`src/rtl/dual_adc_regs.vh`:
```
// Register offsets, field positions and timing constants of the dual converter interface
`ifndef DUAL_ADC_REGS_VH
`define DUAL_ADC_REGS_VH

// Narrow layout: byte offsets inside the four-byte window
`define OFF_RESULT_LO_A   2'h0
`define OFF_RESULT_HI_A   2'h1
`define OFF_CHAN_SEL_A    2'h0
`define OFF_CONV_CFG_A    2'h1
`define OFF_RESULT_LO_B   2'h2
`define OFF_RESULT_HI_B   2'h3
`define OFF_CHAN_SEL_B    2'h2
`define OFF_CONV_CFG_B    2'h3

// Wide layout: word offsets (address bit 0 ignored)
`define OFF_RESULT_LO_WIDE 2'h0
`define OFF_CHAN_SEL_WIDE  2'h0
`define OFF_RESULT_HI_WIDE 2'h2
`define OFF_CONV_CFG_WIDE  2'h2

// Field positions inside a byte lane
`define CHAN_FIELD_MSB    2
`define CHAN_FIELD_LSB    0
`define FMT_SEL_BIT       2
`define DIV_FIELD_MSB     1
`define DIV_FIELD_LSB     0
`define LANE_B_LSB        8
`define RES_LO_BIT_POS    6

// Reset values
`define CHAN_SEL_RESET    3'h0
`define CONV_CFG_RESET    3'h7
`define FMT_BINARY_RESET  1'b1
`define DIV_CODE_RESET    2'h3
`define RESULT_RESET      10'h000

// Format: value xor'd into a straight-binary code to get two's complement
`define TWOS_FLIP         10'h200

// Conversion time in microseconds and converter clock after the divide-by-8
`define CONV_TIME_US      100
`define CONV_CLK_MHZ      1
`define CONV_TICKS        (`CONV_TIME_US * `CONV_CLK_MHZ)

`endif

```
`src/rtl/conv_section.v`:
```
// One conversion section: channel and config holding, start gating, timing and result
`timescale 1ns/1ps
`include "dual_adc_regs.vh"
module conv_section #(
    parameter CNT_W      = 8,
    parameter CONV_TICKS = `CONV_TICKS
) (
    input  wire        sys_clk,
    input  wire        rst_n,
    input  wire        wrChan,
    input  wire        wrCfg,
    input  wire [2:0]  chanIn,
    input  wire [2:0]  cfgIn,
    input  wire        divTick,
    input  wire [79:0] analogCode,
    output reg  [2:0]  muxSel,
    output reg  [1:0]  divCode,
    output reg         busy,
    output reg  [9:0]  result
);
    reg  [2:0]       chanHeld;
    reg              fmtBinary;
    reg              fmtActive;      // Format latched at start, safe from later writes
    reg              chanSet;
    reg              cfgSet;
    reg  [CNT_W-1:0] ticks;
    wire             chanNow;
    wire             cfgNow;
    wire             start;
    wire [9:0]       rawCode;

    assign chanNow = chanSet | wrChan;
    assign cfgNow  = cfgSet | wrCfg;
    // Start waits for both writes, in either order
    assign start   = chanNow && cfgNow && !busy;
    // Binary channel index of the running conversion selects one input
    assign rawCode = analogCode[muxSel*10 +: 10];

    // Register holding, start gating and conversion timing
    always @(posedge sys_clk or negedge rst_n) begin
        if (!rst_n) begin
            chanHeld  <= `CHAN_SEL_RESET;
            fmtBinary <= `FMT_BINARY_RESET;
            fmtActive <= `FMT_BINARY_RESET;
            divCode   <= `DIV_CODE_RESET;
            chanSet   <= 1'b0;
            cfgSet    <= 1'b0;
            busy      <= 1'b0;
            ticks     <= {CNT_W{1'b0}};
            muxSel    <= `CHAN_SEL_RESET;
            result    <= `RESULT_RESET;
        end else begin
            if (wrChan) begin
                chanHeld <= chanIn;
            end
            if (wrCfg) begin
                fmtBinary <= cfgIn[`FMT_SEL_BIT];
                divCode   <= cfgIn[`DIV_FIELD_MSB:`DIV_FIELD_LSB];
            end
            if (start) begin
                chanSet <= 1'b0;
                cfgSet  <= 1'b0;
                busy    <= 1'b1;
                ticks   <= {CNT_W{1'b0}};
                muxSel  <= wrChan ? chanIn : chanHeld;
                fmtActive <= wrCfg ? cfgIn[`FMT_SEL_BIT] : fmtBinary;
            end else begin
                chanSet <= chanNow;
                cfgSet  <= cfgNow;
                if (busy && divTick) begin
                    if (ticks == CONV_TICKS - 1) begin
                        busy   <= 1'b0;
                        // Linear code; two's complement flips the top bit
                        result <= fmtActive ? rawCode : (rawCode ^ `TWOS_FLIP);
                    end else begin
                        ticks <= ticks + 1'b1;
                    end
                end
            end
        end
    end
endmodule

```
`src/rtl/dual_adc_register_interface.v`:
```
// Register interface for two ten-bit conversion sections in narrow or wide bus layout
// Bus: busWr/busRd are single-cycle strobes on busAddr. Reads answer one
// cycle later with a one-cycle busRdValid and busRdData, the data held until the next read.
// Writes to write-only offsets never change read data.
`timescale 1ns/1ps
`include "dual_adc_regs.vh"
module dual_adc_register_interface #(
    parameter CONV_TICKS = `CONV_TICKS,
    parameter CNT_W      = 8
) (
    input  wire        sys_clk,
    input  wire        rst_n,
    input  wire        wideMode,
    input  wire [1:0]  busAddr,
    input  wire        busWr,
    input  wire        busRd,
    input  wire [15:0] busWrData,
    input  wire        srcTick,
    input  wire [79:0] analogCodeA,
    input  wire [79:0] analogCodeB,
    output reg  [15:0] busRdData,
    output reg         busRdValid,
    output wire [2:0]  muxSelA,
    output wire [2:0]  muxSelB,
    output wire [1:0]  convBusy,
    output wire        divTickA,
    output wire        divTickB
);
    // Per-section write strobes and field values
    reg  [1:0]  wrChan;
    reg  [1:0]  wrCfg;
    reg  [2:0]  chanIn [0:1];
    reg  [2:0]  cfgIn  [0:1];
    // Per-section outputs of the section logic
    wire [9:0]  result [0:1];
    wire [1:0]  divCode [0:1];
    wire [2:0]  muxSel [0:1];
    wire [1:0]  divTick;
    wire [79:0] analogCode [0:1];
    // Read data assembled before the output flop
    reg  [15:0] next_rdData;
    wire [7:0]  laneA;
    wire [7:0]  laneB;
    wire        narrowSecB;
    wire        narrowCfg;

    assign analogCode[0] = analogCodeA;
    assign analogCode[1] = analogCodeB;
    assign laneA         = busWrData[7:0];
    assign laneB         = busWrData[15:8];
    assign narrowSecB    = busAddr[1];
    assign narrowCfg     = busAddr[0];

    // Write decode: narrow layout addresses one section per byte pair,
    // wide layout writes both sections from the two byte lanes at once
    always @* begin
        wrChan    = 2'b00;
        wrCfg     = 2'b00;
        chanIn[0] = `CHAN_SEL_RESET;
        chanIn[1] = `CHAN_SEL_RESET;
        cfgIn[0]  = `CONV_CFG_RESET;
        cfgIn[1]  = `CONV_CFG_RESET;
        if (busWr) begin
            if (wideMode) begin
                // Section A from D2..D0, section B from D10..D8
                chanIn[0] = laneA[`CHAN_FIELD_MSB:`CHAN_FIELD_LSB];
                chanIn[1] = laneB[`CHAN_FIELD_MSB:`CHAN_FIELD_LSB];
                // Format and divider from D2..D0 and D10..D8
                cfgIn[0]  = laneA[2:0];
                cfgIn[1]  = laneB[2:0];
                if (busAddr[1] == `OFF_CHAN_SEL_WIDE >> 1) begin
                    wrChan = 2'b11;
                end else begin
                    wrCfg  = 2'b11;
                end
            end else begin
                // Only D2..D0 of the byte matter; D7..D3 ignored
                chanIn[narrowSecB] = laneA[`CHAN_FIELD_MSB:`CHAN_FIELD_LSB];
                cfgIn[narrowSecB]  = laneA[2:0];
                if (narrowCfg) begin
                    wrCfg[narrowSecB]  = 1'b1;
                end else begin
                    wrChan[narrowSecB] = 1'b1;
                end
            end
        end
    end

    // One divider and one conversion section per section letter
    genvar s;
    generate
        for (s = 0; s < 2; s = s + 1) begin : gSection
            // Divides the source tick per the programmed code
            tick_divider uDiv (
                .sys_clk (sys_clk),
                .rst_n   (rst_n),
                .srcTick (srcTick),
                .divCode (divCode[s]),
                .divTick (divTick[s])
            );
            conv_section #(
                .CNT_W      (CNT_W),
                .CONV_TICKS (CONV_TICKS)
            ) uSec (
                .sys_clk    (sys_clk),
                .rst_n      (rst_n),
                .wrChan     (wrChan[s]),
                .wrCfg      (wrCfg[s]),
                .chanIn     (chanIn[s]),
                .cfgIn      (cfgIn[s]),
                .divTick    (divTick[s]),
                .analogCode (analogCode[s]),
                .muxSel     (muxSel[s]),
                .divCode    (divCode[s]),
                .busy       (convBusy[s]),
                .result     (result[s])
            );
        end
    endgenerate

    assign muxSelA  = muxSel[0];
    assign muxSelB  = muxSel[1];
    assign divTickA = divTick[0];
    assign divTickB = divTick[1];

    // Read mux: narrow layout returns one byte in the low lane, upper lane zero
    always @* begin
        next_rdData = 16'h0000;
        if (wideMode) begin
            if (busAddr[1] == `OFF_RESULT_LO_WIDE >> 1) begin
                // B bits 1,0 on D15,D14 and A bits 1,0 on D7,D6
                next_rdData = {result[1][1:0], 6'h00, result[0][1:0], 6'h00};
            end else begin
                // B bits 9..2 high byte A bits 9..2 low byte
                next_rdData = {result[1][9:2], result[0][9:2]};
            end
        end else begin
            if (narrowCfg) begin
                // High register: bits 9..2 on D7..D0
                next_rdData = {8'h00, result[narrowSecB][9:2]};
            end else begin
                // Low register: bits 1,0 on D7,D6, D5..D0 zero
                next_rdData = {8'h00, result[narrowSecB][1:0], 6'h00};
            end
        end
    end

    // Read answer registered one cycle after the strobe
    always @(posedge sys_clk or negedge rst_n) begin
        if (!rst_n) begin
            busRdData  <= 16'h0000;
            busRdValid <= 1'b0;
        end else begin
            busRdValid <= busRd;
            if (busRd) begin
                busRdData <= next_rdData;
            end
        end
    end
endmodule

```
`src/rtl/tick_divider.v`:
```
// Divides the converter source tick by 1, 2, 4 or 8
`timescale 1ns/1ps
module tick_divider (
    input  wire       sys_clk,
    input  wire       rst_n,
    input  wire       srcTick,
    input  wire [1:0] divCode,
    output reg        divTick
);
    reg  [2:0] count;
    wire [2:0] mask;

    // Code n keeps one source tick in 2**n
    assign mask = (3'h1 << divCode) - 3'h1;

    // Free-running source tick counter and divided tick
    always @(posedge sys_clk or negedge rst_n) begin
        if (!rst_n) begin
            count   <= 3'h0;
            divTick <= 1'b0;
        end else begin
            divTick <= srcTick && ((count & mask) == mask);
            if (srcTick) begin
                count <= count + 3'h1;
            end
        end
    end
endmodule

```
`config.mk`:
```
export PLATFORM = sky130hd
export DESIGN_NAME = dual_adc_register_interface
export DESIGN_NICKNAME = d
export VERILOG_FILES = /design/src/rtl/conv_section.v /design/src/rtl/dual_adc_register_interface.v /design/src/rtl/tick_divider.v
export VERILOG_INCLUDE_DIRS = /design/src /design/src/rtl
export SDC_FILE = /design/constraint.sdc
export NUM_CORES = 1
export LEC_CHECK = 0
export BUFFER_PORTS_ARGS = -buffer_cell sky130_fd_sc_hd__buf_2
export CAP_MARGIN = 20
export CORE_AREA = 3 3 107 109
export DETAILED_ROUTE_END_ITERATION = 7
export DIE_AREA = 0 0 110 112
export HOLD_SLACK_MARGIN = 0.12
export PLACE_DENSITY = 0.89
export SYNTH_ARGS = -nofsm -noshare
export SYNTH_HDL_FRONTEND = slang
export SYNTH_HIERARCHICAL = 1
export SYNTH_SLANG_ARGS = --single-unit
```
`constraint.sdc`:
```
create_clock -name sys_clk -period 5.6 [get_ports sys_clk]
set_clock_uncertainty 0.05 [all_clocks]
set_input_delay 1.12 -clock sys_clk [delete_from_list [all_inputs] [get_ports sys_clk]]
set_output_delay 1.12 -clock sys_clk [all_outputs]
set_load 0.05 [all_outputs]
```
==> reports/results.ini, run 1 <==
[placement]
globalplace.congestion = 0.8593
postPlaceCellArea_sq_mm = 0.006299
io_buffers = 200
dp_hpwl_um = 10590

[logic_synthesis]
synth-xor-area-share_pct = 2.825
synth.distinct_cells = 52
synth.net_count = 622
yosys.area_share.simple_pct = 11.25
synth_compound_area_share_pct = 9.518
ys.warnings.count = 6
synthMuxAreaShare_pct = 29.27
synthArstFlopShare_pct = 100.0
yosys_most_used_dff = dfrtp_1
synth-seq-cells = 87
syn_inst = 432
synthAdderAreaFrac_pct = 1.424
yosysSeqAreaShare_pct = 41.49
avgSynthCellArea_sq_um = 12.20
synth_top_family_by_area = multiplexers
synth.cell_area_sq_mm = 0.005271
synth-edff-count = 0

[pwr]
p_per_area_mw_per_mm2 = 350.9
ir_worst_vdd_v = 0.0001773
power_leakage_uw = 0.002908
combPwrFrac_pct = 38.8
switching_share_pct = 36.96
power.internal_uw = 1454
clkPwrFrac_pct = 19.0
p_switching_uw = 852.4
sequentialPowerShare_pct = 42.2

[grt]
grt_first_pass_wirelength_um = 20730
grt_max_degree = 88
grt-ovfl-total = 0
track_usage_pct = 21.58
antenna_found_initial = 2
grt_pass1_vias = 4329

[clock_tree]
root_buffer = clkbuf_8
cts-resized-gates = 0
cts_max_path_buffers = 2
cts_tree = yes
cts_setup_buffers = 0
path_clk_slew_ns = 0.09
clkSinkCount = 87
cts_max_level = 3
clk_latency_ns = 0.35
ctsHoldBuffers = 0
cts_made_buffers = 9

[timing]
fin_crit_sh_pct = 57.07
maxSlewHeadroom_pct = 39.08
tns_ns = 0
setup_viol_count_final = 0
slew_viol_final = 0
hold_viol_final = 0
period_minus_slack_ns = 3.196
worst_slew_pin_slew_ns = 0.9089
fmax_ghz = 0.3129
rsz0062_at_grt = false

[min_path]
hp-class = register to register

[routing]
drtAntennaViolNets = 0
wl_met1_um = 5084
met2WireLength_um = 7381
wl_met3_um = 833
totalWireLength_um = 13590
drt_iter0_markers = 281
wire_per_inst_um = 17.69
num_vias = 4244
drc_errors = 0
first_pass_iters = 5
viasPerCell = 5.526
highest_layer = met5

[setup_path]
crit_type = primary input to register
required_ns = 5.79
crit_arrival_ns = 3.39
crit_fanout = 21
crit_path_start_kind = primary input
endpoint_kind = register

[cells_and_area]
area_growth_pct = 24.69
n_fill_cell = 851
layout.nets = 812
layout-drive-gt1-share_pct = 53.27
fin_area_sq_mm = 0.006573

[job]
maxCapViolations = 0

[die]
rows = 38
die_y_um = 112
fp.dieW_um = 110
initial_core_util_pct = 49.27
ios = 211
die_area_sq_mm = 0.01232
core-area_sq_mm = 0.01070

[run_status]
outcome = finished clean

-- registers in the layout (all words and copies together), names as in the netlist, 4 cells and up --
name / count
gSection.uSec/ticks: 16
busRdData: 16
gSection.uSec/chanHeld: 6
gSection.uSec/result: 20
gSection.uDiv/count: 6
gSection.uSec/muxSel: 6
gSection.uSec/divCode: 4
-- cell type report --
| cell class | count | area, sq um | area share (%) |
|---|---|---|---|
| Tap cell | 140 | 175.2 | 2.665 |
| Antenna cell | 1 | 2.502 | 0.03807 |
| Timing Repair Buffer | 205 | 1085 | 16.50 |
| Sequential cell | 87 | 2187 | 33.28 |
| Multi-Input combinational cell | 304 | 2861 | 43.54 |
| Clock inverter | 6 | 67.56 | 1.028 |
| Clock buffer | 10 | 137.6 | 2.094 |
| Inverter | 15 | 56.30 | 0.8567 |
-- cell usage after synthesis, types with 2 or more instances --
master    count  area share, %
a222oi_1      2           0.38
buf_2         3           0.28
buf_4         3           0.43
dfstp_2       8            4.0
nor3_1        3           0.28
ha_1          6            1.4
nand4_1       3           0.36
o21ai_0      10           0.95
a21oi_1      12            1.1
mux4_1        4            2.0
and2_1        3           0.36
and3_1        5           0.59
nand2b_1      3           0.36
o21ai_2      10            1.7
nor2_1       42            3.0
nor2b_1       7           0.83
dfrtp_1      79             38
clkbuf_1     14            1.0
a22oi_1       9            1.3
xor2_1        6            1.0
mux4_2       36             15
buf_6         5            1.1
mux2i_1      24            4.6
o22ai_1       5           0.59
a21oi_2       9            1.5
nand3_1       7           0.66
xnor2_1      11            1.8
inv_1        15            1.1
nand2_1      29            2.1
or2_2         3           0.36
o21ai_1       2           0.19
mux2_2       33            7.0
a221oi_2      2           0.57
-- cells in the final DEF (no fill, tap or decap), types with 10 or more instances in the layout --
master      n
buf_2     199
dfrtp_1    79
nor2_1     42
mux4_2     36
mux2_2     33
nand2_1    29
mux2i_1    24
inv_1      15
a21oi_1    12
xnor2_1    11
o21ai_0    10
clkbuf_8   10
o21ai_2    10
-- logic make-up after synthesis --
logic type / count (synthesis)
and+or+nand+nor: 116
muxes: 98
DFF: 87
AOI/OAI and AO/OA: 67
buffers and inverters: 41
xor gates and xnor gates: 17
adders and majority gates: 6
-- critical path, stage by stage --
cell and delay (ns):
buf_2 0.35, nand2b_1 0.25, o21ai_0 0.19, and2_1 0.24, nor2_1 0.11, nor3_2 0.70
mux2_2 0.42
-- final timing paths --
| check | start | end | slack [ns] | depth (start not counted) |
|---|---|---|---|---|
| worst min-delay path | gSection[0].uDiv/count[2] | gSection[0].uDiv/count[2] | 0.45 | 1 |
| worst max register to register | gSection[0].uSec/ticks[0] | gSection[0].uSec/result[3] | 3.36 | 6 |
| min in group asynchronous | rst_n | gSection[1].uSec/result[7] | 0.67 | 1 |
| worst max-delay path | busAddr[1] | gSection[1].uSec/muxSel[1] | 2.40 | 7 |
| max in group asynchronous | rst_n | gSection[0].uSec/divCode[1] | 4.17 | 2 |
| worst min register to register | gSection[0].uDiv/count[2] | gSection[0].uDiv/count[2] | 0.45 | 1 |
-- through the flow --
stage / total power (uW) / std cells / hold slack [ns] / util (%) / setup WS [ns]
2_1_floorplan: 1637 / 432 / 0.3952 / - / 2.709
3_3_place_gp: 1804 / 748 / 0.4083 / 58.88 / 2.154
3_5_place_dp: 1864 / 748 / 0.4251 / 58.88 / 2.048
4_1_cts: 2307 / 764 / 0.4506 / 60.80 / 2.392
5_1_grt: 2443 / 768 / 0.4674 / 61.44 / 2.226
6_report: 2306 / 768 / 0.4451 / 61.44 / 2.404
-- layer usage --
metal	vias up	track usage (%)
li1	1986	-
met1	2090	25.30
met2	132	37.66
met3	34	6.899
met4	2	5.819
met5	-	0
-- power by group through the flow --
stage | registers [uW] | clock network, uW | logic, uW
2_1_floorplan | 1010 | 0 | 626
3_3_place_gp | 976 | 0 | 828
3_5_place_dp | 994 | 0 | 869
4_1_cts | 985 | 449 | 873
5_1_grt | 998 | 478 | 967
6_report | 974 | 438 | 894
No activity file was read; power rests on OpenSTA's default activity.
==> run 2, diff against run 1 <==
--- a/config.mk
+++ b/config.mk
@@ -6,13 +6,14 @@
 export SDC_FILE = /design/constraint.sdc
 export NUM_CORES = 1
 export LEC_CHECK = 0
+export ABC_AREA = 1
 export BUFFER_PORTS_ARGS = -buffer_cell sky130_fd_sc_hd__buf_2
 export CAP_MARGIN = 20
-export CORE_AREA = 3 3 107 109
+export CORE_AREA = 3 3 115 117
 export DETAILED_ROUTE_END_ITERATION = 7
-export DIE_AREA = 0 0 110 112
+export DIE_AREA = 0 0 118 120
 export HOLD_SLACK_MARGIN = 0.12
-export PLACE_DENSITY = 0.89
+export PLACE_DENSITY = 0.85
 export SYNTH_ARGS = -nofsm -noshare
 export SYNTH_HDL_FRONTEND = slang
 export SYNTH_HIERARCHICAL = 1
==> constraint.sdc (replaced) <==
create_clock -name sys_clk -period 2.9 [get_ports sys_clk]
set_clock_uncertainty 0.05 [all_clocks]
set_input_delay 0.58 -clock sys_clk [delete_from_list [all_inputs] [get_ports sys_clk]]
set_output_delay 0.58 -clock sys_clk [all_outputs]
set_load 0.05 [all_outputs]
==> reports/results.ini, run 2 <==
[clock_tree]
root_buffer = clkbuf_16
path_clk_slew_ns = 0.06  ; -0.03 ns
clk_latency_ns = 0.34  ; about the same
cts_max_level = 3  ; unchanged
cts_tree = yes
cts-resized-gates = 0  ; unchanged
cts_max_path_buffers = 2  ; unchanged
clkSinkCount = 87  ; unchanged
cts_made_buffers = 9  ; unchanged
ctsHoldBuffers = 0  ; unchanged
cts_setup_buffers = 0  ; unchanged

[logic_synthesis]
synthAdderAreaFrac_pct = 1.357  ; -0.068 points
synth_top_family_by_area = simple AND/OR/NAND/NOR gates
yosysTopAreaCell = dfrtp_1
synth.net_count = 982  ; +58%
yosysSeqAreaShare_pct = 39.52  ; -2.0 points
netlist.area_leader.share_pct = 35.72  ; -1.8 points
synth_compound_area_share_pct = 18.25  ; +8.7 points
synth-seq-cells = 87  ; unchanged
synthMuxAreaShare_pct = 1.221  ; -28 points
yosysMostFrequentCell = nand2_1
ys.warnings.count = 6  ; unchanged
avgSynthCellArea_sq_um = 6.987  ; -43%
yosys_most_used_dff = dfrtp_1
yosys.area_share.simple_pct = 29.98  ; +19 points
syn_inst = 792  ; +83%
synth-xor-area-share_pct = 1.108  ; -1.7 points
yosys-top-cells-area = dfrtp_1 (36%), nand2_1 (12%), nor2_1 (11%), o21ai_0 (9.5%), o211ai_1 (5.0%)
synthArstFlopShare_pct = 100.0  ; unchanged
ys_top_cells_by_count = nand2_1 (173), nor2_1 (155), o21ai_0 (105)
synth.distinct_cells = 34  ; -35%
synth-edff-count = 0  ; unchanged
synth.cell_area_sq_mm = 0.005534  ; +5.0%

[timing]
hold_viol_final = 0  ; unchanged
setup_viol_count_final = 0  ; unchanged
layout_setup_ws_ns = 0.7492  ; -1.655 ns
slew_viol_final = 0  ; unchanged
rsz0062_at_grt = false
worst_slew_pin_slew_ns = 0.8288  ; -0.08010 ns
tns_ns = 0  ; unchanged
hold_ws_ns = 0.1983  ; -0.2468 ns
fmax_ghz = 0.4649
fin_crit_sh_pct = 74.17
maxSlewHeadroom_pct = 44.69  ; +5.6 points
period_minus_slack_ns = 2.151

[cells_and_area]
layout-drive-gt1-share_pct = 26.93  ; -26 points
largest_reg_flops = 20  ; unchanged
reg_top3 = gSection.uSec/result (20), busRdData (16), gSection.uSec/ticks (16)
fin_area_sq_mm = 0.006987  ; +6.3%
area_growth_pct = 26.25
n_fill_cell = 1217  ; +43%
regMostFlops = gSection.uSec/result
final_cell_mix = buf_2 (199), nand2_1 (173), nor2_1 (155), o21ai_0 (105), dfrtp_1 (79)
diodes = 0  ; -1
final_common_cell = buf_2
layout.nets = 1170  ; +44%

[grt]
grt_pass1_vias = 5390  ; +25%
grt_max_degree = 48  ; -45%
antenna_found_initial = 0  ; -2
track_usage_pct = 21.33  ; -0.25 points
grt_first_pass_wirelength_um = 25070  ; +21%
grt-ovfl-total = 0  ; unchanged

[die]
die_area_sq_mm = 0.01416  ; +15%
rows = 41  ; +7.9%
fp.dieW_um = 118  ; +7.3%
die_y_um = 120  ; +7.1%
core-area_sq_mm = 0.01247  ; +17%
initial_core_util_pct = 44.39  ; -4.9 points
ios = 211  ; unchanged

[setup_path]
crit_arrival_ns = 2.31  ; -1.08 ns
crit_fanout = 8  ; -62%
endpoint_kind = register
crit_path_start_kind = primary input
crit_type = primary input to register
required_ns = 3.06  ; -2.73 ns

[routing]
first_pass_iters = 5  ; unchanged
drt_iter0_markers = 406  ; +44%
wire_per_inst_um = 13.08  ; -26%
num_vias = 5792  ; +36%
drtAntennaViolNets = 0  ; unchanged
drc_errors = 0  ; unchanged
viasPerCell = 5.010  ; -9.3%
totalWireLength_um = 15120  ; +11%

[placement]
globalplace.congestion = 0.8799  ; +2.4%
io_buffers = 200  ; unchanged
preCtsSetupSlack_ns = 0.4166  ; -1.631 ns
postPlaceCellArea_sq_mm = 0.006674  ; +6.0%
dp_hpwl_um = 11460  ; +8.2%

[pwr]
combPwrFrac_pct = 22.5  ; -16 points
sequentialPowerShare_pct = 43.1  ; +0.9 points
p_per_area_mw_per_mm2 = 504.2  ; +44%
clkPwrFrac_pct = 34.5  ; +15 points
power.internal_uw = 2450  ; +69%
power_leakage_uw = 0.003594  ; +24%
ir_worst_vdd_v = 0.0003377  ; +90%
p_switching_uw = 1072  ; +26%
switching_share_pct = 30.44  ; -6.5 points

[run_status]
outcome = finished clean

[min_path]
hp-class = primary input to asynchronous set/reset pin

[job]
maxCapViolations = 0  ; unchanged

==> run 2: worst max-delay path, stage by stage <==
cell and delay, ns:
buf_2 0.25, inv_2 0.13, a21oi_4 0.17, inv_1 0.10, nor2_1 0.26, nor2_1 0.13
nor2_2 0.23, inv_2 0.13, o21ai_1 0.20, o21ai_0 0.13
==> run 2: path summary, 6_finish.rpt <==
kind | end | depth (start not counted) | start | slack [ns]
max | gSection[0].uSec/ticks[2] | 10 | wideMode | 0.75
min | gSection[0].uSec/ticks[4] | 1 | rst_n | 0.20
max reg2reg | gSection[1].uSec/result[8] | 6 | gSection[1].uSec/muxSel[0] | 1.09
min reg2reg | gSection[0].uSec/chanHeld[0] | 2 | gSection[0].uSec/chanHeld[0] | 0.42
max in group asynchronous | gSection[1].uSec/fmtBinary | 2 | rst_n | 1.92
min in group sys_clk | gSection[0].uSec/chanHeld[0] | 2 | gSection[0].uSec/chanHeld[0] | 0.42
==> run 2: stage by stage <==
stage	cells	util, %	total power, uW
CTS	1156	56.05	3550
global placement	1141	53.54	2283
finish	1156	56.05	3522
global route	1156	56.05	3741
floorplan	792	-	2029
detailed placement	1141	53.54	2319
==> run 2: power by group through the flow <==
stage | Sequential [uW] | Clock [uW] | Combinational [uW]
floorplan | 1600 | 0 | 425
global placement | 1530 | 0 | 755
detailed placement | 1530 | 0 | 788
CTS | 1510 | 1240 | 795
global route | 1540 | 1290 | 913
finish | 1520 | 1220 | 791
==> run 2: layout make-up <==
cell class / instances / area, sq um / share of cell area (%)
repair buffers: 214 / 1121 / 16.05
clock inverters: 4 / 70.07 / 1.003
multi-input cells: 594 / 2873 / 41.12
flip-flops and latches: 87 / 2187 / 31.30
clock buffers: 11 / 242.7 / 3.474
well taps: 172 / 215.2 / 3.080
inverters: 74 / 277.8 / 3.976
==> run 2: kinds of logic (layout without fill, tap and decap cells) <==
family / count (synthesis) / after routing
compound gates: 175 / 175
xor+xnor: 7 / 7
fa+ha+maj: 6 / 6
buf+inv: 111 / 303
flops: 87 / 87
mux: 6 / 6
simple gates: 400 / 400
==> run 2: routing by layer <==
metal  track usage (%)  vias to the layer above  wire length [um]  share of wire [%]
met5                 0                        -                 0                  0
met4             4.322                        0               116               0.77
met3             5.137                       10               763                5.0
met2             35.03                      140              7481                 49
met1             28.96                     2680              6760                 45
li1                  -                     2962                 -                  -
